### config.mk
export PLATFORM = sky130hd
export DESIGN_NAME = mcc_codec
export DESIGN_NICKNAME = d
export VERILOG_FILES = /design/src/mcc_codec.v
export VERILOG_INCLUDE_DIRS = /design/src
export SDC_FILE = /design/constraint.sdc
export NUM_CORES = 1
export LEC_CHECK = 0
export BUFFER_PORTS_ARGS = -buffer_cell sky130_fd_sc_hd__buf_4
export CORE_ASPECT_RATIO = 1.2
export CORE_MARGIN = 2
export CORE_UTILIZATION = 41
export CTS_BUF_LIST = sky130_fd_sc_hd__clkbuf_4 sky130_fd_sc_hd__clkbuf_8
export CTS_CLUSTER_SIZE = 12
export DETAILED_ROUTE_END_ITERATION = 12
export SLEW_MARGIN = 20
export SYNTH_ARGS = -nofsm -noshare
export SYNTH_HDL_FRONTEND = slang
export SYNTH_SLANG_ARGS = --single-unit
### constraint.sdc
create_clock -name ref_clk_i -period 1.6 [get_ports ref_clk_i]
set_input_delay 0.16 -clock ref_clk_i [delete_from_list [all_inputs] [get_ports ref_clk_i]]
set_output_delay 0.16 -clock ref_clk_i [all_outputs]
set_load 0.005 [all_outputs]
### src/mcc_codec_regs.vh
// Purpose: Constants for the serial Manchester codec.
// Assumes: One 20 MHz clock; each half bit cell is one clock cycle.
// Notes:   Times are in ns; the cycle counts are derived from them.
`ifndef MCC_CODEC_REGS_VH
`define MCC_CODEC_REGS_VH

// Clock period of the reference clock.
`define MCC_CLK_NS          50
// Narrowest pulse that the line filters accept.
`define MCC_GLITCH_NS       30
// Least time rounds up, and never below one cycle.
`define MCC_GLITCH_CYC      ((`MCC_GLITCH_NS + `MCC_CLK_NS - 1) / `MCC_CLK_NS)
// Quiet time on the receive pair that ends carrier sense.
`define MCC_CARR_HOLD_NS    200
`define MCC_CARR_HOLD_CYC   (`MCC_CARR_HOLD_NS / `MCC_CLK_NS)
// Time the collision output is stretched after the last edge.
`define MCC_COL_STRETCH_NS  400
`define MCC_COL_STRETCH_CYC (`MCC_COL_STRETCH_NS / `MCC_CLK_NS)
// Transmit buffer shape.
`define MCC_FIFO_WIDTH      1
`define MCC_FIFO_DEPTH      8
// Idle select: value of the mode input that picks half step.
`define MCC_IDLE_HALF_STEP  1'h1

`endif

### src/mcc_codec.v
// Purpose: Manchester encoder, decoder, carrier sense and collision logic.
// Assumes: All inputs synchronous to ref_clk_i; differential pairs come
//          in as two logic levels each.
// Notes:   Notes on behaviour follow.
`include "mcc_codec_regs.vh"

// Synchronous FIFO with valid and ready on both sides.
module mcc_fifo #(
    parameter WIDTH = `MCC_FIFO_WIDTH,
    parameter DEPTH = `MCC_FIFO_DEPTH,
    parameter AW    = 3
) (
    input  wire             clk_i,
    input  wire             rst_i,
    input  wire             in_valid_i,
    input  wire [WIDTH-1:0] in_data_i,
    output reg              in_ready_o,
    output reg              out_valid_o,
    output wire [WIDTH-1:0] out_data_o,
    input  wire             out_ready_i
);
    reg [WIDTH-1:0] mem [0:DEPTH-1];
    reg [AW-1:0]    wr_ptr;
    reg [AW-1:0]    rd_ptr;
    reg [AW:0]      count;
    wire            push;
    wire            pop;
    reg [AW:0]      next_count;

    assign push = in_valid_i & in_ready_o;
    assign pop  = out_valid_o & out_ready_i;
    assign out_data_o = mem[rd_ptr];

    // Next fill level from the push and pop of this cycle.
    always @*
    begin
        next_count = count;
        if (push & ~pop)
            next_count = count + {{AW{1'b0}}, 1'b1};
        else if (pop & ~push)
            next_count = count - {{AW{1'b0}}, 1'b1};
    end

    // Pointers, storage and the registered full and empty flags.
    always @(posedge clk_i)
    begin
        if (rst_i)
        begin
            wr_ptr      <= {AW{1'b0}};
            rd_ptr      <= {AW{1'b0}};
            count       <= {(AW+1){1'b0}};
            in_ready_o  <= 1'b1;
            out_valid_o <= 1'b0;
        end
        else
        begin
            if (push)
            begin
                mem[wr_ptr] <= in_data_i;
                wr_ptr      <= (wr_ptr == DEPTH - 1) ? {AW{1'b0}} : wr_ptr + 1'b1;
            end
            if (pop)
                rd_ptr <= (rd_ptr == DEPTH - 1) ? {AW{1'b0}} : rd_ptr + 1'b1;
            count       <= next_count;
            in_ready_o  <= (next_count != DEPTH);
            out_valid_o <= (next_count != {(AW+1){1'b0}});
        end
    end
endmodule

// Line filter: a new level is accepted only after it held for HOLD samples.
module mcc_deglitch #(
    parameter HOLD = `MCC_GLITCH_CYC
) (
    input  wire clk_i,
    input  wire rst_i,
    input  wire raw_i,
    output reg  level_o
);
    reg [3:0] run;

    // Count how long the raw level differs from the accepted one.
    always @(posedge clk_i)
    begin
        if (rst_i)
        begin
            run     <= 4'h0;
            level_o <= 1'b0;
        end
        else if (raw_i == level_o)
            run <= 4'h0;
        else if (run + 4'h1 >= HOLD)
        begin
            level_o <= raw_i;
            run     <= 4'h0;
        end
        else
            run <= run + 4'h1;
    end
endmodule

// Codec top: encoder, decoder, carrier sense and collision detect.
module mcc_codec #(
    parameter CARR_HOLD   = `MCC_CARR_HOLD_CYC,
    parameter COL_STRETCH = `MCC_COL_STRETCH_CYC
) (
    input  wire ref_clk_i,
    input  wire rst_i,
    input  wire tx_valid_i,
    input  wire tx_data_i,
    output wire tx_ready_o,
    output reg  tx_bit_clock_o,
    output reg  tx_pos_o,
    output reg  tx_neg_o,
    input  wire rx_pos_i,
    input  wire rx_neg_i,
    output reg  rx_data_o,
    output reg  recovered_rx_clock_o,
    output reg  carrier_sense_out_o,
    input  wire collision_in_pair_pos_i,
    input  wire collision_in_pair_neg_i,
    output reg  collision_o,
    input  wire loopback_select_i,
    input  wire idle_mode_i
);
    // Differential level: one when the positive leg is above the negative.
    function diff_level;
        input p;
        input n;
        begin
            diff_level = p & ~n;
        end
    endfunction

    wire       fifo_valid;
    wire       fifo_data;
    wire       fifo_pop;
    reg        tx_busy;
    reg        tx_bit;
    reg        next_pos;
    reg        next_neg;
    reg        enc_line;
    wire       raw_rx;
    wire       rx_line;
    wire       col_line;
    reg        rx_prev;
    reg        rx_phase;
    reg        rx_half1;
    reg [3:0]  quiet;
    reg        col_prev;
    reg [3:0]  stretch;

    // Transmit buffer; the controller stalls on tx_ready_o when it fills.
    mcc_fifo #(
        .WIDTH (`MCC_FIFO_WIDTH),
        .DEPTH (`MCC_FIFO_DEPTH),
        .AW    (3)
    ) u_txq (
        .clk_i       (ref_clk_i),
        .rst_i       (rst_i),
        .in_valid_i  (tx_valid_i),
        .in_data_i   (tx_data_i),
        .in_ready_o  (tx_ready_o),
        .out_valid_o (fifo_valid),
        .out_data_o  (fifo_data),
        .out_ready_i (fifo_pop)
    );

    // A bit is taken at the start of each cell, when the bit clock is low.
    assign fifo_pop = ~tx_bit_clock_o & fifo_valid;

    // Encoder: pick the next pair levels for the coming half cell.
    always @*
    begin
        next_pos = 1'b0;
        next_neg = 1'b0;
        enc_line = 1'b0;
        if (~tx_bit_clock_o & fifo_valid)
        begin
            enc_line = ~fifo_data;
            next_pos = ~fifo_data;
            next_neg = fifo_data;
        end
        else if (tx_bit_clock_o & tx_busy)
        begin
            enc_line = tx_bit;
            next_pos = tx_bit;
            next_neg = ~tx_bit;
        end
        else if (idle_mode_i != `MCC_IDLE_HALF_STEP)
        begin
            next_pos = 1'b1;
            next_neg = 1'b0;
        end
        // Half step idle leaves both legs low, which is differential zero.
    end

    // Transmit state, bit clock divider and the pair outputs.
    always @(posedge ref_clk_i)
    begin
        if (rst_i)
        begin
            tx_bit_clock_o <= 1'b0;
            tx_busy        <= 1'b0;
            tx_bit         <= 1'b0;
            tx_pos_o       <= 1'b0;
            tx_neg_o       <= 1'b0;
        end
        else
        begin
            tx_bit_clock_o <= ~tx_bit_clock_o;
            if (~tx_bit_clock_o)
            begin
                tx_busy <= fifo_valid;
                tx_bit  <= fifo_data;
            end
            // The network pair is held with both legs low while looped back.
            if (loopback_select_i)
            begin
                tx_pos_o <= 1'b0;
                tx_neg_o <= 1'b0;
            end
            else
            begin
                tx_pos_o <= next_pos;
                tx_neg_o <= next_neg;
            end
        end
    end

    // Decoder input: the encoder in loopback, else the receive pair.
    assign raw_rx = loopback_select_i ? enc_line
                                      : diff_level(rx_pos_i, rx_neg_i);

    mcc_deglitch #(
        .HOLD (`MCC_GLITCH_CYC)
    ) u_rx_filt (
        .clk_i   (ref_clk_i),
        .rst_i   (rst_i),
        .raw_i   (raw_rx),
        .level_o (rx_line)
    );

    mcc_deglitch #(
        .HOLD (`MCC_GLITCH_CYC)
    ) u_col_filt (
        .clk_i   (ref_clk_i),
        .rst_i   (rst_i),
        .raw_i   (diff_level(collision_in_pair_pos_i, collision_in_pair_neg_i)),
        .level_o (col_line)
    );

    // Decoder: two samples per cell; equal halves mean we are a half off.
    always @(posedge ref_clk_i)
    begin
        if (rst_i)
        begin
            rx_prev              <= 1'b0;
            rx_phase             <= 1'b0;
            rx_half1             <= 1'b0;
            quiet                <= 4'h0;
            rx_data_o            <= 1'b0;
            recovered_rx_clock_o <= 1'b0;
            carrier_sense_out_o  <= 1'b0;
        end
        else
        begin
            rx_prev <= rx_line;
            // Carrier stays up while edges keep arriving.
            if (rx_line != rx_prev)
            begin
                quiet               <= 4'h0;
                carrier_sense_out_o <= 1'b1;
            end
            else if (quiet + 4'h1 >= CARR_HOLD)
                carrier_sense_out_o <= 1'b0;
            else
                quiet <= quiet + 4'h1;
            if (~carrier_sense_out_o & (rx_line == rx_prev))
                rx_phase <= 1'b0;
            else if (~rx_phase)
            begin
                rx_half1 <= rx_line;
                rx_phase <= 1'b1;
            end
            else if (rx_half1 != rx_line)
            begin
                rx_data_o <= rx_line;
                rx_phase  <= 1'b0;
            end
            else
                rx_half1 <= rx_line;
            recovered_rx_clock_o <= rx_phase;
        end
    end

    // Collision: each edge of the 10 MHz tone reloads the stretcher.
    always @(posedge ref_clk_i)
    begin
        if (rst_i)
        begin
            col_prev    <= 1'b0;
            stretch     <= 4'h0;
            collision_o <= 1'b0;
        end
        else
        begin
            col_prev <= col_line;
            if (col_line != col_prev)
            begin
                stretch     <= COL_STRETCH[3:0];
                collision_o <= 1'b1;
            end
            else if (stretch != 4'h0)
            begin
                stretch     <= stretch - 4'h1;
                collision_o <= (stretch != 4'h1);
            end
            else
                collision_o <= 1'b0;
        end
    end
endmodule

==> impl_results.md <==
- Initial antenna violation count: 0
- Ratio of cells with drive above 1 in the final layout: 19.8%
- ANT nets after route: 0
- CP Max Fanout: 2
- First-pass GRT wire length: a little under 7000 um
- HPWL after DPL: 2700 um
- Main area contributors after synthesis: dfxtp_1 40%, edfxtp_1 11%, ha_1 8.3%
- Crit-path slowest cell: mux4_2
- Critical Path AT: 1.85 ns
- Synth-to-layout area growth: 18.0%
- Max rail drop VDD: 0.624 mV
- Top layer in use: met4
- Tot GR Track Use: 13.8%
- Syn Area/Cell: 9.80 um2
- Setup TNS: -0.0407 ns
- HP Class: input pin to register
- Final period utilization: 103%
- Longest Clk Path Bufs: 2
- # clock sinks: 54
- Vias in the first global route: 1,600
- Critical Path, Cell by Cell: mux4_2 > mux2i_4 > a31oi_2 > xnor2_1 > nor3b_1
- N_diodes: 0
- Fmax: 609 MHz
- Initial Util: 42.6%
- Clock Tree Root: clkbuf_8
- CP Class: register to register
- Setup violators final: 1
- Die Span X: 72.0 um
- Die height: 85.6 um
- Top-count cell post-synth: dfxtp_1
- RSZ-0062 raised after global routing: yes
- First-pass detailed-route iteration total: 6
- Wire length on met3: 119 um
- I/O Pins: 18
- CP Capture Type: register
- Final hold viol count: 0
- Register area share after synthesis: 51.0%
- Failing checks: negative setup slack
- Power Dens Cells: 1240 nW/um2
- Iteration-0 DRC Markers: 47
- Final WS setup: -0.0407 ns
- Pin count of the biggest net entering global routing: 24
- Max-Cap Viols: 0
- Met2 routed wirelength: 1810 um
- Status: finished, violations left
- Synth Warn #: 0
- Dpl cell area: 2560 um2
- Vias/cell: 4.97
- Number of synthesized flops with an enable pin: 8
- TritonCTS buffer count: 5
- Drc violations: 0
- CTS H-tree lvls: 2
- Met1 WL: 1790 um
- Cell taking the most area after synthesis: dfxtp_1
- Nets: 293
- Post-CTS Hold Fix Bufs: 0
- Post-synth top area share: 40.5%
- Die area: 6160 um2
- Reg clk slew, reported paths: 0.09 ns
- Shortest period the worst path allows: 1.64 ns
- # rows: 29
- Synth top cells by count: 46 x dfxtp_1, 29 x nor2_1, 18 x nand2_1
- CP required: 1.81 ns
- Max stage delay on crit path: ~0.52 ns
- Overflow after GRT: 0
- Routed WL: 3780 um
- LEAKAGE: between 1 and 1.5 nW
- Post-synthesis cell count: around 230
- Post-synth ARST share: 0%
- Hold Slack: roughly 0.064 ns
- Clock latency on the worst-skew pair: roughly 0.3 ns
- Unique masters post-synth: 39
- Port Buffer Count: 17
- Max-slew violations: 0
- Pwr Total: 3.34 mW
- Gpl congestion: roughly 0.8
- Final design area excluding fillers: between 2000 and 3000 um2
- Synthesized area: approximately 2300 um2
- Max Clock Skew: 0.00441 ns
- Setup crit start kind: register
- CTS tree: yes
- Average wire per standard cell: between 10 and 15 um
- Routed via count: 1,641
- Flops & latches, synth: 54
- Core ar.: 5330 um2
- Ys flop type: dfxtp_1
==> cell type report <==
type                       instances  area (um2)
sequential                        54        1170
tap                               62        77.6
multi-input combinational        164        1080
clock buffer                       7        83.8
inverter                          11        41.3
fill                             503        2650
timing repair buffer              32         240
==> worst max-delay path: cells and delay by family, from the launching register on <==
family | cells | cell delay (ns)
multiplexers | 2 | 0.70
flip-flops | 1 | 0.36
AND/OR/NAND/NOR | 1 | 0.21
XOR/XNOR | 1 | 0.16
AO/OA/AOI/OAI | 1 | 0.13
==> logic make-up after synthesis <==
kind of cell	after synthesis	synth area share, %
muxes	6	4.29
xor gates and xnor gates	8	3.08
DFF	54	51.0
and+or+nand+nor	98	21.6
adders and majority gates	15	8.25
buffers and inverters	17	2.97
other	1	0.165
AOI/OAI and AO/OA	33	8.58
==> routing by layer <==
metal,GRT usage (%),up-vias
met5,0,-
met4,5.32,0
met3,3.64,7
met2,23.2,19
met1,16.7,748
li1,-,867
==> cells in the final DEF, fill, tap and decap left out, drive strengths merged, types with 3 or more instances in the layout <==
master,netlist,layout
buf,1,32
o22ai,3,3
nor3b,3,3
xnor2,7,7
ha,15,15
a31oi,4,4
or2,3,3
conb,1,4
edfxtp,8,8
nor2,29,29
a211oi,3,3
clkbuf,5,7
nand2b,8,8
nor2b,5,5
a21oi,16,16
dfxtp,46,46
nor3,8,8
nand2,18,18
o21ai,3,3
nand3,9,9
inv,11,11
or3,4,4
mux2i,3,3
==> final timing paths <==
kind | to | startpoint | cells after the start | slack [ns]
max | u_rx_filt.run[1]$_SDFF_PP0_ | register | 5 | -0.04
min | tx_pos_o$_SDFF_PP0_ | loopback_select_i | 2 | 0.06
max reg2reg | u_rx_filt.run[1]$_SDFF_PP0_ | register | 5 | -0.04
min reg2reg | quiet[2]$_SDFFE_PP0N_ | quiet[2]$_SDFFE_PP0N_ | 2 | 0.45
==> registers in the layout, summed over array words and instances, names as in the netlist, 3 cells and up, named ones only <==
name,count
u_col_filt.run,4
quiet,4
stretch,4
u_txq.rd_ptr,3
u_rx_filt.run,4
u_txq.mem,8
u_txq.count,4
u_txq.wr_ptr,3
==> report_power, final <==
| group | switching, mW | internal (mW) | total [mW] |
|---|---|---|---|
| Clock | 0.405 | 0.336 | 0.742 |
| Combinational | 0.444 | 0.460 | 0.904 |
| Sequential | 0.136 | 1.55 | 1.69 |
==> repair_timing <==
item,4_1_cts,5_1_grt
endpoints found under the setup margin,4,10
resized for setup,1,9
gates cloned,0,0
buffers inserted,0,1
pin swaps,5,2
endpoints found under the hold margin,0,0
==> stage by stage <==
step | setup slack [ns] | cells | utilization [%]
2_1_floorplan | 0.0224 | 235 | -
3_3_place_gp | -0.0488 | 322 | 48.0
3_5_place_dp | -0.0540 | 322 | 48.0
4_1_cts | -0.0469 | 329 | 49.6
5_1_grt | -0.126 | 330 | 50.3
6_report | -0.0407 | 330 | 50.3
No activity file was read; power rests on OpenSTA's default activity.
